===== src/rtl/spg_defs.svh =====
// Constants of the shared pin general purpose port.
// Included by the port module.
`ifndef SPG_DEFS_SVH
`define SPG_DEFS_SVH

// Register indices; byte address is four times the index
`define SPG_ROUTING_IDX 8'h12
`define SPG_DIRECTION_IDX 8'h13
`define SPG_LEVEL_IDX 8'h14

// Reset values
`define SPG_ROUTING_RST 8'h00
`define SPG_DIRECTION_RST 8'h00
`define SPG_LEVEL_RST 8'h00

// Bus answers
`define SPG_RESP_OKAY 2'h0
`define SPG_RESP_SLVERR 2'h2

`endif


===== src/rtl/spg_pkg.sv =====
// Types of the shared pin general purpose port.
// Needs nothing from its surroundings.
`default_nettype none
package spg_pkg;
    typedef logic [7:0] spg_byte_t;
    typedef enum logic [1:0] {
        SPG_SEL_NONE = 2'b00,
        SPG_SEL_ROUTING = 2'b01,
        SPG_SEL_DIRECTION = 2'b10,
        SPG_SEL_LEVEL = 2'b11
    } spg_sel_t;
endpackage : spg_pkg
`default_nettype wire


===== src/rtl/spg_sync2.sv =====
// Two flip-flop synchroniser for the eight pin levels.
// Assumes one clock and an asynchronous active high reset.
`timescale 1ns/1ns
`default_nettype none
module spg_sync2 (
    // Clock and reset
    input wire logic clk_i,
    input wire logic rst_i,
    // Levels
    input wire logic [7:0] d_i,
    output logic [7:0] q_o
);
    logic [7:0] meta_reg;
    logic [7:0] q_reg;

    always_ff @(posedge clk_i or posedge rst_i) begin
        if (rst_i) begin
            meta_reg <= 8'h00;
            q_reg <= 8'h00;
        end else begin
            meta_reg <= d_i;
            q_reg <= meta_reg;
        end
    end

    assign q_o = q_reg;
endmodule : spg_sync2
`default_nettype wire


===== src/rtl/spg_port.sv =====
// Eight bit general purpose port on shared analog pins, AXI4-Lite slave.
// Assumes a single 10 MHz clock and an external pad that resolves pin enables.
//
// Notes on behaviour
// - Routing bit 0 connects port bit 0 to analog pin 3, else disconnected, default off.
// - Routing bits 1 and 2 connect port bits 1 and 2 to analog pins 4 and 5.
// - Routing bits 3 and 4 connect port bits 3 and 4 to analog pins 6 and 7.
// - Routing bits 5 and 6 connect port bits 5 and 6 to analog pins 8 and 9.
// - Routing bit 7 connects port bit 7 to the analog common pin, default off.
// - A direction bit of zero makes its bit an output, one an input, all outputs after reset.
// - The direction register sits at index 13h and resets to 00h.
// - An output bit reads back the stored level value.
// - Writing an input bit only updates the stored value and never drives the pin.
// - A level bit of zero means low and one means high.
// - The level register sits at index 14h and resets to 00h.
// - The routing register sits at index 12h and resets to 00h.
`timescale 1ns/1ns
`default_nettype none
`include "spg_defs.svh"
module spg_port
    import spg_pkg::*;
(
    // Clock and reset
    input wire logic REF_CLK_I,
    input wire logic RST_I,
    // AXI4-Lite write address
    input wire logic AWVALID_I,
    output logic AWREADY_O,
    input wire logic [7:0] AWADDR_I,
    // AXI4-Lite write data
    input wire logic WVALID_I,
    output logic WREADY_O,
    input wire logic [31:0] WDATA_I,
    input wire logic [3:0] WSTRB_I,
    // AXI4-Lite write response
    output logic BVALID_O,
    input wire logic BREADY_I,
    output logic [1:0] BRESP_O,
    // AXI4-Lite read address
    input wire logic ARVALID_I,
    output logic ARREADY_O,
    input wire logic [7:0] ARADDR_I,
    // AXI4-Lite read data
    output logic RVALID_O,
    input wire logic RREADY_I,
    output logic [31:0] RDATA_O,
    output logic [1:0] RRESP_O,
    // Shared analog pins 3..9 and common, bit 7 is the common pin
    input wire logic [7:0] ANALOG_PIN_I,
    output logic [7:0] ANALOG_PIN_O,
    output logic [7:0] ANALOG_PIN_OE_O
);
    // Address decode
    function automatic spg_sel_t reg_sel(input logic [7:0] addr);
        spg_sel_t sel;
        sel = SPG_SEL_NONE;
        if ({2'b00, addr} == {`SPG_ROUTING_IDX, 2'b00}) begin
            sel = SPG_SEL_ROUTING;
        end else if ({2'b00, addr} == {`SPG_DIRECTION_IDX, 2'b00}) begin
            sel = SPG_SEL_DIRECTION;
        end else if ({2'b00, addr} == {`SPG_LEVEL_IDX, 2'b00}) begin
            sel = SPG_SEL_LEVEL;
        end
        return sel;
    endfunction : reg_sel

    // Registers
    spg_byte_t routing_reg;
    spg_byte_t direction_reg;
    spg_byte_t level_reg;
    spg_byte_t pin_out_reg;
    spg_byte_t pin_oe_reg;
    spg_byte_t pin_sync;

    // Bus state
    logic aw_held_reg;
    logic [7:0] aw_addr_reg;
    logic w_held_reg;
    logic [31:0] w_data_reg;
    logic [3:0] w_strb_reg;
    logic awready_reg;
    logic wready_reg;
    logic bvalid_reg;
    logic [1:0] bresp_reg;
    logic arready_reg;
    logic rvalid_reg;
    logic [31:0] rdata_reg;
    logic [1:0] rresp_reg;

    // Write path
    wire logic aw_take = AWVALID_I & awready_reg;
    wire logic w_take = WVALID_I & wready_reg;
    wire logic aw_have = aw_held_reg | aw_take;
    wire logic w_have = w_held_reg | w_take;
    wire logic do_write = aw_have & w_have & ~bvalid_reg;
    wire logic [7:0] wr_addr = aw_take ? AWADDR_I : aw_addr_reg;
    wire logic [31:0] wr_data = w_take ? WDATA_I : w_data_reg;
    wire logic [3:0] wr_strb = w_take ? WSTRB_I : w_strb_reg;
    wire spg_sel_t wr_sel = reg_sel(wr_addr);
    wire logic wr_lane = do_write & wr_strb[0];
    wire logic aw_held_next = aw_have & ~do_write;
    wire logic w_held_next = w_have & ~do_write;
    wire logic bvalid_next = do_write | (bvalid_reg & ~BREADY_I);
    wire logic [1:0] bresp_next = (wr_sel == SPG_SEL_NONE) ? `SPG_RESP_SLVERR : `SPG_RESP_OKAY;

    // Register next values; a level write is stored whatever the direction
    wire spg_byte_t routing_next =
        (wr_lane && wr_sel == SPG_SEL_ROUTING) ? wr_data[7:0] : routing_reg;
    wire spg_byte_t direction_next =
        (wr_lane && wr_sel == SPG_SEL_DIRECTION) ? wr_data[7:0] : direction_reg;
    wire spg_byte_t level_next =
        (wr_lane && wr_sel == SPG_SEL_LEVEL) ? wr_data[7:0] : level_reg;

    // Pin drive: routed and output bits only
    wire spg_byte_t pin_oe_next = routing_next & ~direction_next;
    wire spg_byte_t pin_out_next = level_next & pin_oe_next;

    // Read path
    wire logic ar_take = ARVALID_I & arready_reg;
    wire spg_sel_t rd_sel = reg_sel(ARADDR_I);
    wire spg_byte_t level_view =
        (level_reg & ~direction_reg) | (pin_sync & direction_reg & routing_reg);
    wire spg_byte_t rd_byte =
        (rd_sel == SPG_SEL_ROUTING) ? routing_reg :
        (rd_sel == SPG_SEL_DIRECTION) ? direction_reg :
        (rd_sel == SPG_SEL_LEVEL) ? level_view : 8'h00;
    wire logic rvalid_next = ar_take | (rvalid_reg & ~RREADY_I);
    wire logic [1:0] rresp_next = (rd_sel == SPG_SEL_NONE) ? `SPG_RESP_SLVERR : `SPG_RESP_OKAY;

    // Pin level sampling
    spg_sync2 u_sync (
        .clk_i(REF_CLK_I),
        .rst_i(RST_I),
        .d_i(ANALOG_PIN_I),
        .q_o(pin_sync)
    );

    // Port registers
    always_ff @(posedge REF_CLK_I or posedge RST_I) begin
        if (RST_I) begin
            routing_reg <= `SPG_ROUTING_RST;
            direction_reg <= `SPG_DIRECTION_RST;
            level_reg <= `SPG_LEVEL_RST;
            pin_out_reg <= 8'h00;
            pin_oe_reg <= 8'h00;
        end else begin
            routing_reg <= routing_next;
            direction_reg <= direction_next;
            level_reg <= level_next;
            pin_out_reg <= pin_out_next;
            pin_oe_reg <= pin_oe_next;
        end
    end

    // Write channel state
    always_ff @(posedge REF_CLK_I or posedge RST_I) begin
        if (RST_I) begin
            aw_held_reg <= 1'b0;
            w_held_reg <= 1'b0;
            awready_reg <= 1'b0;
            wready_reg <= 1'b0;
            bvalid_reg <= 1'b0;
            bresp_reg <= `SPG_RESP_OKAY;
        end else begin
            aw_held_reg <= aw_held_next;
            w_held_reg <= w_held_next;
            awready_reg <= ~aw_held_next & ~bvalid_next;
            wready_reg <= ~w_held_next & ~bvalid_next;
            bvalid_reg <= bvalid_next;
            if (do_write) begin
                bresp_reg <= bresp_next;
            end
        end
    end

    // Held write payload
    always_ff @(posedge REF_CLK_I or posedge RST_I) begin
        if (RST_I) begin
            aw_addr_reg <= 8'h00;
            w_data_reg <= 32'h0000_0000;
            w_strb_reg <= 4'h0;
        end else begin
            if (aw_take) begin
                aw_addr_reg <= AWADDR_I;
            end
            if (w_take) begin
                w_data_reg <= WDATA_I;
                w_strb_reg <= WSTRB_I;
            end
        end
    end

    // Read channel state
    always_ff @(posedge REF_CLK_I or posedge RST_I) begin
        if (RST_I) begin
            arready_reg <= 1'b0;
            rvalid_reg <= 1'b0;
            rdata_reg <= 32'h0000_0000;
            rresp_reg <= `SPG_RESP_OKAY;
        end else begin
            arready_reg <= ~rvalid_next;
            rvalid_reg <= rvalid_next;
            if (ar_take) begin
                rdata_reg <= {24'h00_0000, rd_byte};
                rresp_reg <= rresp_next;
            end
        end
    end

    // Outputs
    assign AWREADY_O = awready_reg;
    assign WREADY_O = wready_reg;
    assign BVALID_O = bvalid_reg;
    assign BRESP_O = bresp_reg;
    assign ARREADY_O = arready_reg;
    assign RVALID_O = rvalid_reg;
    assign RDATA_O = rdata_reg;
    assign RRESP_O = rresp_reg;
    assign ANALOG_PIN_O = pin_out_reg;
    assign ANALOG_PIN_OE_O = pin_oe_reg;
endmodule : spg_port
`default_nettype wire


===== config.mk =====
export PLATFORM = sky130hd
export DESIGN_NAME = spg_port
export DESIGN_NICKNAME = d
export VERILOG_FILES = /design/src/rtl/spg_pkg.sv /design/src/rtl/spg_sync2.sv /design/src/rtl/spg_port.sv
export VERILOG_INCLUDE_DIRS = /design/src /design/src/rtl
export SDC_FILE = /design/constraint.sdc
export NUM_CORES = 1
export LEC_CHECK = 0
export BUFFER_PORTS_ARGS = -buffer_cell sky130_fd_sc_hd__buf_2
export CELL_PAD_IN_SITES_DETAIL_PLACEMENT = 1
export CELL_PAD_IN_SITES_GLOBAL_PLACEMENT = 1
export CORE_AREA = 2 2 106 108
export CTS_BUF_LIST = sky130_fd_sc_hd__clkbuf_4
export CTS_CLUSTER_DIAMETER = 40
export DETAILED_ROUTE_END_ITERATION = 8
export DIE_AREA = 0 0 108 110
export GPL_ROUTABILITY_DRIVEN = 0
export MAX_ROUTING_LAYER = met4
export PLACE_DENSITY = 0.82
export SLEW_MARGIN = 25
export SYNTH_ARGS = -nofsm -noshare
export SYNTH_HDL_FRONTEND = slang
export SYNTH_SLANG_ARGS = --single-unit
export TNS_END_PERCENT = 1

===== constraint.sdc =====
create_clock -name REF_CLK_I -period 2.6 [get_ports REF_CLK_I]
set_input_delay 0.13 -clock REF_CLK_I [delete_from_list [all_inputs] [get_ports REF_CLK_I]]
set_output_delay 0.13 -clock REF_CLK_I [all_outputs]
set_load 0.02 [all_outputs]

==> results_dict.tcl, run 1 <==
set metrics [dict create \
    outcome "completed" \
    clk_latency_ns 0.43 \
    grt_overflow 0 \
    finalMaxSlewViolations 0 \
    htree_levels 3 \
    drtPass1Iterations 4 \
    rsz0062_at_grt "true" \
    layout.cells.most_common_list "dfrtp_1 (90), buf_2 (70), conb_1 (26), inv_1 (25), mux2i_1 (24)" \
    synth_top_area_share_pct 59.7 \
    tightestPinTransition_ns 0.653 \
    cts.sinks 90 \
    fmax_mhz 402 \
    finalSetupViolCount 0 \
    critPathLaunchType "flip-flop" \
    path_buf_inv 1 \
    io_buffers 70 \
    grt_pass1_vias 2982 \
    final_common_cell "dfrtp_1" \
    worst_path_max_delay_cell "a2111oi_4" \
    placed_cells 541 \
    postSynthAreaPerCell_um2 11.4 \
    fin_util_pct 43.0 \
    cp_common_cell "a21oi_1" \
    grt.busiest_layer "met2" \
    cp_top_family "compound AO/OA/AOI/OAI gates" \
    grt_pass1_wl_um 14800 \
    design.die.area_mm2 0.0119 \
    yosysWarnings 0 \
    netlist_top_cells_area "dfrtp_1 (60%), mux2i_1 (6.4%), buf_4 (5.2%), mux2_2 (3.0%), a21oi_1 (2.7%)" \
    dp_hpwl_um 6550 \
    clk_path_buf_depth 2 \
    period_needed_ns 2.49 \
    yosysSeqAreaShare_pct 59.7 \
    clk_pin_slew_worst_paths_ns 0.15 \
    critPathArrivalTime_ns 2.82 \
    syn_inst 332 \
    numCtsBuffers 9 \
    drtIter0Drc 83 \
    max_stage_delay_ns 0.67 \
    ios 124 \
    row_count 38 \
    synthDistinctLibCells 36 \
    syn2layout_area_growth_pct 22.0 \
    criticalPathCategory "reg -> reg" \
    track_usage_pct 17.1 \
    cts_tree "yes" \
    vias 2762 \
    min_path_type "in -> reg" \
    antenna_left 0 \
    grt_max_degree 47 \
    min_period_over_period_pct 95.7 \
    required_ns 2.93 \
    via_per_inst 4.76 \
    slew_headroom_pct 56.3 \
    power_leakage_uw 0.00251 \
    hold_viol_final 0 \
    end_kind "flip-flop" \
    pwr_density_cell_mw_per_mm2 751 \
    syn_area_mm2 0.00377 \
    grt_util_met1_pct 19.2 \
    die_w_um 108 \
    yosys.area.top_type "dfrtp_1" \
    irDropWorstVdd_v 0.000258 \
    synth_seq_cells 90 \
    cp_max_fo 8 \
    drv_cap 0 \
    postCtsSetupBuffers 0 \
    worstPathCellList "nand2_1 -> nand4b_1 -> a2111oi_4 -> buf_4 -> a21oi_1 -> a21oi_1 -> nor2_1" \
    finalNonFillerCells 580 \
    grt_use_met3_pct 3.41 \
    fin_skew_ns 0.0167 \
    drc 0 \
    core-area_mm2 0.0107 \
    wirelength_um 9470 \
    grtUsageMet2_pct 30.7 \
    layout-drive-gt1-share_pct 26.6 \
    start_util_pct 35.3 \
    die_y_um 110 \
    antenna_found_initial 0 \
    num_antenna_cells 0 \
    fin_nets 502 \
    cts_root_buf "clkbuf_4" \
    wl_per_cell_um 16.3 \
]
==> metrics by stage <==
stage	worst slack (ns)	hold WS, ns	setup TNS (ns)	power (µW)	cell area (µm²)
2_1_floorplan	0.135	0.161	0	2420	3870
3_3_place_gp	0.353	0.118	0	2590	4240
3_5_place_dp	0.227	0.126	0	2670	4240
4_1_cts	0.196	0.00467	0	3480	4600
5_1_grt	-0.0258	0.00886	-0.0258	3650	4600
6_report	0.111	0.0414	0	3460	4600
==> cell usage after synthesis, drive strengths merged <==
library cell  number
a2111oi            1
a211oi             1
a21boi             1
a21o               1
a21oi             20
a31oi             15
and2               2
and3               2
buf               30
clkbuf             4
conb               1
dfrtp             90
inv               26
mux2              10
mux2i             24
nand2             19
nand3              2
nand3b             3
nand4              1
nand4b             2
nor2              17
nor2b             16
nor3              10
nor4               1
o21ai             19
o22ai              7
o31ai              1
o32ai              1
or2                3
or2b               2
==> worst paths after layout <==
path | startpoint | to | slack, ns | cells after the start
worst max-delay path | AWREADY_O | ANALOG_PIN_OE_O[0] | 0.11 | 7
worst min-delay path | WDATA_I[0] | w_data_reg[0] | 0.04 | 3
worst max register to register | AWREADY_O | ANALOG_PIN_OE_O[0] | 0.11 | 7
worst min register to register | u_sync.meta_reg[0] | u_sync.q_o[0] | 0.36 | 0
max in group asynchronous | RST_I | direction_reg[1] | 1.75 | 4
min in group asynchronous | RST_I | routing_reg[7] | 0.20 | 3
==> worst reg2reg max path, delay by kind of cell, from the launching register on <==
family | cells | cell delay [ns]
compound gates | 3 | 1.00
simple gates | 3 | 0.70
flops | 1 | 0.44
buf+inv | 1 | 0.26
==> metal layers <==
layer	vias to the layer above	wire, µm
li1	1284	-
met1	1401	3880
met2	65	5090
met3	12	346
met4	0	148
met5	-	0
==> cells by family (layout without fill, tap and decap cells) <==
kind of cell,after synthesis,after routing,synth area share (%)
flops,90,90,59.7
simple gates,80,80,11.3
compound gates,67,67,10.9
buf+inv,60,143,8.68
mux,34,34,9.35
other cells,1,26,0.0993
==> power by group <==
| group | leakage (µW) | switching (µW) | total, µW | internal [µW] |
|---|---|---|---|---|
| clock | 0.0000802 | 481 | 776 | 294 |
| sequential | 0.00116 | 142 | 1780 | 1640 |
| combinational | 0.00126 | 565 | 896 | 331 |
| total | 0.00251 | 1190 | 3460 | 2270 |
==> layout make-up <==
class	instances	area, µm²
Sequential cell	90	2250
Inverter	26	98.8
Multi-Input combinational cell	207	1290
Timing Repair Buffer	101	653
Tap cell	140	175
Clock inverter	7	67.6
Clock buffer	9	67.6
Fill cell	1227	6090
==> repair_timing <==
action | CTS | global route
setup endpoints to repair | 0 | 8
resized for setup | 0 | 1
hold buffers | 23 | 0
endpoints found under the hold margin | 57 | 0
Power figures use the tool's default switching activity.
==> run 2: changes to the inputs <==
- ABC_AREA: unset -> 1
- CORE_AREA: 2 2 106 108 -> 2 2 110 112
- DIE_AREA: 0 0 108 110 -> 0 0 112 114
- PLACE_DENSITY: 0.82 -> 0.84
==> run 2 against run 1 <==
Against the previous run:
- power is 2.1% higher
- sequential power fell by 4%
- routed wire length rose by 4.9%
- sequential share of layout area down 3.0 points
- sequential cell count unchanged
- global-route usage decreased by 0.083 points
- synthesized area increased by 8.7%
- die area up 7.5%
- setup slack better by 0.28 ns
- core utilization fell by 1.1 points
- critical path type unchanged
- critical endpoint is now ANALOG_PIN_O[1]
==> results_dict.tcl, run 2 <==
set metrics [dict create \
    wirelength_um 9930 \
    pwr_density_cell_mw_per_mm2 719 \
    core-area_mm2 0.0117 \
    p_total_uw 3530 \
    switchingPower_uw 1330 \
    antenna_found_initial 0 \
    drtIter0Drc 153 \
    final_common_cell "nand2_1" \
    yosysSeqAreaShare_pct 54.9 \
    fin_nets 610 \
    drtPass1Iterations 4 \
    synth_top_area_share_pct 54.9 \
    finalMaxSlewViolations 0 \
    worstRegToRegCells 8 \
    die_y_um 114 \
    crit_start "AWREADY_O" \
    combPwrFrac_pct 29.1 \
    design.die.area_mm2 0.0128 \
    postCtsSetupBuffers 0 \
    async_flop_share_pct 100 \
    r2r_slack_ns 0.39 \
    syn_inst 440 \
    fmax_mhz 453 \
    yosys-top-cells-count "nand2_1 (108), dfrtp_1 (90), inv_1 (63)" \
    drv_cap 0 \
    hp-start "WVALID_I" \
    synth_seq_cells 90 \
    fin_tns_setup_ns 0 \
    layout.cells.most_common_list "nand2_1 (108), dfrtp_1 (90), buf_2 (70), inv_1 (62), dlygate4sd3_1 (28)" \
    grt_pass1_vias 3419 \
    start_util_pct 35.0 \
    fin_util_pct 41.9 \
    die_w_um 112 \
    grt_max_degree 76 \
    netlist_top_cells_area "dfrtp_1 (55%), nand2_1 (9.9%), inv_1 (5.8%), buf_4 (4.9%), nand2_2 (4.0%)" \
    pwr-share-clk_pct 22.7 \
    synth.most_common_cell "nand2_1" \
    numCtsBuffers 9 \
    place_area_mm2 0.00448 \
    dp_hpwl_um 6600 \
    track_usage_pct 17.0 \
    finalSetupViolCount 0 \
    cts_root_buf "clkbuf_4" \
    criticalPathCategory "reg -> reg" \
    r2r_end "ANALOG_PIN_O[1]" \
    antenna_left 0 \
    min_path_type "in -> reg" \
    cts.sinks 90 \
    required_ns 3.00 \
    drc 0 \
    ios 124 \
    switching_share_pct 37.7 \
    syn2layout_area_growth_pct 19.6 \
    grt_pass1_wl_um 16500 \
    pwr-share-seq_pct 48.3 \
    io_buffers 70 \
    critPathArrivalTime_ns 2.61 \
    power_leakage_uw 0.00258 \
    finalNonFillerCells 695 \
    cp_max_fo 19 \
    cts_tree "yes" \
    irDropWorstVdd_v 0.000280 \
    placed_cells 651 \
    min_period_over_period_pct 84.9 \
    via_per_inst 4.57 \
    num_antenna_cells 0 \
    outcome "completed" \
    postSynthAreaPerCell_um2 9.32 \
    synthDistinctLibCells 32 \
    wl_per_cell_um 14.3 \
    fin_area_mm2 0.00491 \
    clk_pin_slew_worst_paths_ns 0.14 \
    yosys.area.top_type "dfrtp_1" \
    grt_overflow 0 \
    critPathLaunchType "flip-flop" \
    synth-edff-count 0 \
    worstHoldEndpoint "WREADY_O" \
    row_count 40 \
    power.internal_uw 2200 \
    syn_area_mm2 0.00410 \
    fin_skew_ns 0.0192 \
    period_needed_ns 2.21 \
    vias 3179 \
    clk_path_buf_depth 2 \
    r2r_start "AWREADY_O" \
    hold_path_depth 4 \
    layout-drive-gt1-share_pct 27.2 \
    clk_latency_ns 0.46 \
    yosysWarnings 0 \
    rsz0062_at_grt "false" \
    end_kind "flip-flop" \
    htree_levels 3 \
    synth_ff_type "dfrtp_1" \
    hold_viol_final 0 \
]
[run 2: cell types whose count changed after synthesis, moves of 9 or more]
cell     previous run  this run
nand2_2             0        26
mux2i_1            24         0
nor2b_1            16         0
o21ai_0            18        27
a31oi_1            15         0
mux2_2             10         0
nor2_2              0         9
a21oi_1            20         2
nand2_1            18       108
nand4_1             1        16
nand3_1             2        13
inv_1              26        63
[run 2: final cells by class]
cell class / count / area [µm²]
clock inverter: 7 / 76.3
clock buffer: 9 / 67.6
sequential: 90 / 2250
tap: 147 / 184
multi-input combinational: 273 / 1400
fill: 1412 / 6810
inverter: 67 / 253
timing repair buffer: 102 / 673
[run 2: how the worst max path moves through the flow]
stage,to,cells after the start
after floorplan,ANALOG_PIN_OE_O[0],1
after global placement,ANALOG_PIN_OE_O[0],9
after detailed placement,ANALOG_PIN_OE_O[0],9
after global routing,ANALOG_PIN_OE_O[0],9
after CTS,ANALOG_PIN_OE_O[7],9
final,ANALOG_PIN_O[1],8
[run 2: logic make-up after synthesis]
kind of cell | share of synthesized area [%]
simple gates | 25.7
compound gates | 6.04
flops | 54.9
other cells | 0.0914
buf+inv | 13.2
[run 2: repair_timing]
| action | 4_1_cts | 5_1_grt |
|---|---|---|
| hold buffers | 28 | 0 |
| gates resized for setup | 0 | 0 |
| hold endpoints to repair | 120 | 0 |
[run 2: layer usage]
layer  global-route usage (%)  wire length, µm
met5                        -                0
met4                     8.46              235
met3                     3.03              433
met2                     28.1             4980
met1                     20.3             4290
[run 2: power groups by stage]
stage               Sequential, µW  Clock (µW)  Combinational (µW)
floorplan                     1740           0                 783
global placement              1710           0                 939
detailed placement            1730           0                 980
CTS                           1700         830                1020
global route                  1720         883                1140
finish                        1700         800                1030
[run 2: worst max-delay path: stages (launching register included)]
cell,delay (ns)
dfrtp_1,0.58
nand2_4,0.21
nand2_2,0.13
nand3_2,0.19
nor2_8,0.34
nand3_4,0.26
o21ai_1,0.25
inv_1,0.07
nor2_2,0.10
[run 2: through the flow]
stage               hold slack [ns]  setup slack, ns
CTS                         0.00485            0.360
finish                       0.0213            0.391
global placement             0.0879            0.487
global route                 0.0441            0.159
detailed placement           0.0954            0.390
floorplan                     0.161            0.135
==> run 3: changes to the inputs <==
- CORE_AREA: 2 2 110 112 -> 2 2 106 108
- DIE_AREA: 0 0 112 114 -> 0 0 108 110
- PLACE_DENSITY: 0.84 -> 0.86
- clock period: 2.6 -> 2.3 ns (I/O delays scaled with it)
==> run 3 against run 2 <==
Against the previous run:
- power up 13%
- sequential power up 14%
- combinational power up 15%
- register-to-register slack worse by 0.18 ns
- sequential cell count unchanged
- critical path depth up 2
- first-iteration DRC count down 22%
- global-route usage up 1.5 points
- clock power up 11%
- clock skew up 0.0029 ns
- clock-buffer cell count up 1
- non-clock buffer count up 1
- largest power group unchanged
- highest routed layer unchanged
==> results_dict.tcl, run 3 (synthesis results as in run 2) <==
set metrics [dict create \
    cts_tree "yes" \
    power_leakage_uw 0.00259 \
    min_path_type "in -> reg" \
    wl_per_cell_um 14.3 \
    slew_headroom_pct 64.8 \
    fin_skew_ns 0.0221 \
    critPathLaunchType "flip-flop" \
    numCtsBuffers 9 \
    r2r_start "AWREADY_O" \
    grt_pass1_vias 3456 \
    drtPass1Iterations 4 \
    clk_latency_ns 0.44 \
    hp-start "WVALID_I" \
    fin_tns_setup_ns 0 \
    tightestPinTransition_ns 0.527 \
    required_ns 2.63 \
    ios 124 \
    worst_path_max_delay_cell "dfrtp_2" \
    cp_top_family "simple AND/OR/NAND/NOR gates" \
    start_util_pct 38.3 \
    htree_levels 3 \
    hold_viol_final 0 \
    vias 3243 \
    postCtsSetupBuffers 0 \
    fmax_mhz 478 \
    fin_worst_hold_slack_ns 0.0336 \
    end_kind "flip-flop" \
    layout.cells.most_common_list "nand2_1 (108), dfrtp_1 (89), buf_2 (70), inv_1 (62)" \
    final_common_cell "nand2_1" \
    drc 0 \
    cp_max_fo 11 \
    fin_nets 611 \
    antenna_left 0 \
    path_buf_inv 1 \
    grt_overflow 0 \
    antenna_found_initial 0 \
    r2r_slack_ns 0.21 \
    worstHoldEndpoint "WREADY_O" \
    num_antenna_cells 0 \
    grt_pass1_wl_um 16500 \
    max_stage_delay_ns 0.53 \
    clk_pin_slew_worst_paths_ns 0.15 \
    drtIter0Drc 120 \
    via_per_inst 4.71 \
    irDropWorstVdd_v 0.000452 \
    hold_path_depth 4 \
    design.die.area_mm2 0.0119 \
    cp_common_cell "nand2_2" \
    grt_max_degree 58 \
    row_count 38 \
    die_w_um 108 \
    worstRegToRegCells 10 \
    critPathArrivalTime_ns 2.42 \
    io_buffers 70 \
    finalSetupViolCount 0 \
    track_usage_pct 18.5 \
    criticalPathCategory "reg -> reg" \
    drv_cap 0 \
    cts.sinks 90 \
    pwr_density_cell_mw_per_mm2 813 \
    rsz0062_at_grt "false" \
    period_needed_ns 2.09 \
    layout-drive-gt1-share_pct 27.7 \
    wirelength_um 9880 \
    cts_root_buf "clkbuf_4" \
    syn2layout_area_growth_pct 19.6 \
    outcome "completed" \
    worstPathCellList "nand2_4 -> nand2_1 -> o21ai_2 -> nand2_2 -> nor2_4 -> nand3_2 -> nand2_1 -> nand2_2 -> nand2_2 -> inv_1" \
    finalMaxSlewViolations 0 \
    core-area_mm2 0.0107 \
    n_fill_cell 1243 \
    dp_hpwl_um 6740 \
    die_y_um 110 \
    min_period_over_period_pct 90.9 \
    clk_path_buf_depth 2 \
    r2r_end "ANALOG_PIN_OE_O[1]" \
]
[run 3: stage by stage]
step                instances  power (µW)  cell area [µm²]  utilization, %  setup slack (ns)
global placement          646        3010             4490            42.0             0.304
finish                    689        3990             4900            45.8             0.209
detailed placement        646        3080             4490            42.0             0.136
CTS                       689        4010             4900            45.8            0.0898
floorplan                 465        2860             4200               -             0.530
global route              689        4250             4900            45.8            0.0625
[run 3: worst register-to-register path: cells and delay by family, from the launching register on]
family	cells	cell delay, ns
compound gates	1	0.08
buf+inv	1	0.04
flops	1	0.53
simple gates	8	1.34
[run 3: area by class of cell]
class	instances	area [µm²]	share of cell area (%)
inverters	67	255	5.21
clock buffers	10	75.1	1.53
multi-input cells	273	1400	28.6
well taps	140	175	3.57
repair buffers	103	678	13.8
clock inverters	6	66.3	1.35
flip-flops and latches	90	2250	46.0
[run 3: worst max path at each step]
stage | from | endpoint | slack [ns] | depth (start not counted)
finish | AWREADY_O | ANALOG_PIN_OE_O[1] | 0.21 | 10
global route | AWREADY_O | ANALOG_PIN_OE_O[1] | 0.06 | 9
CTS | AWREADY_O | ANALOG_PIN_OE_O[1] | 0.09 | 9
detailed placement | AWREADY_O | ANALOG_PIN_OE_O[0] | 0.14 | 9
global placement | AWREADY_O | ANALOG_PIN_OE_O[0] | 0.30 | 9
floorplan | AWREADY_O | ANALOG_PIN_OE_O[0] | 0.53 | 13
[run 3: report_power, final]
group	switching (µW)	total, µW	internal, µW
clock network	539	887	348
registers	117	1930	1810
logic	825	1180	350
total	1480	3990	2510
[run 3: what timing repair did]
action	4_1_cts	5_1_grt
endpoints found under the setup margin	0	16
resized for setup	0	1
hold buffers	27	0
hold endpoints to repair	119	0
[run 3: metal layers]
layer  GRT usage [%]  part of all wire [%]  wire, µm
met1            21.6                    43      4200
met2            32.8                    52      5150
met3            3.06                   3.6       357
met4            6.14                   1.7       165
met5               -                     0         0
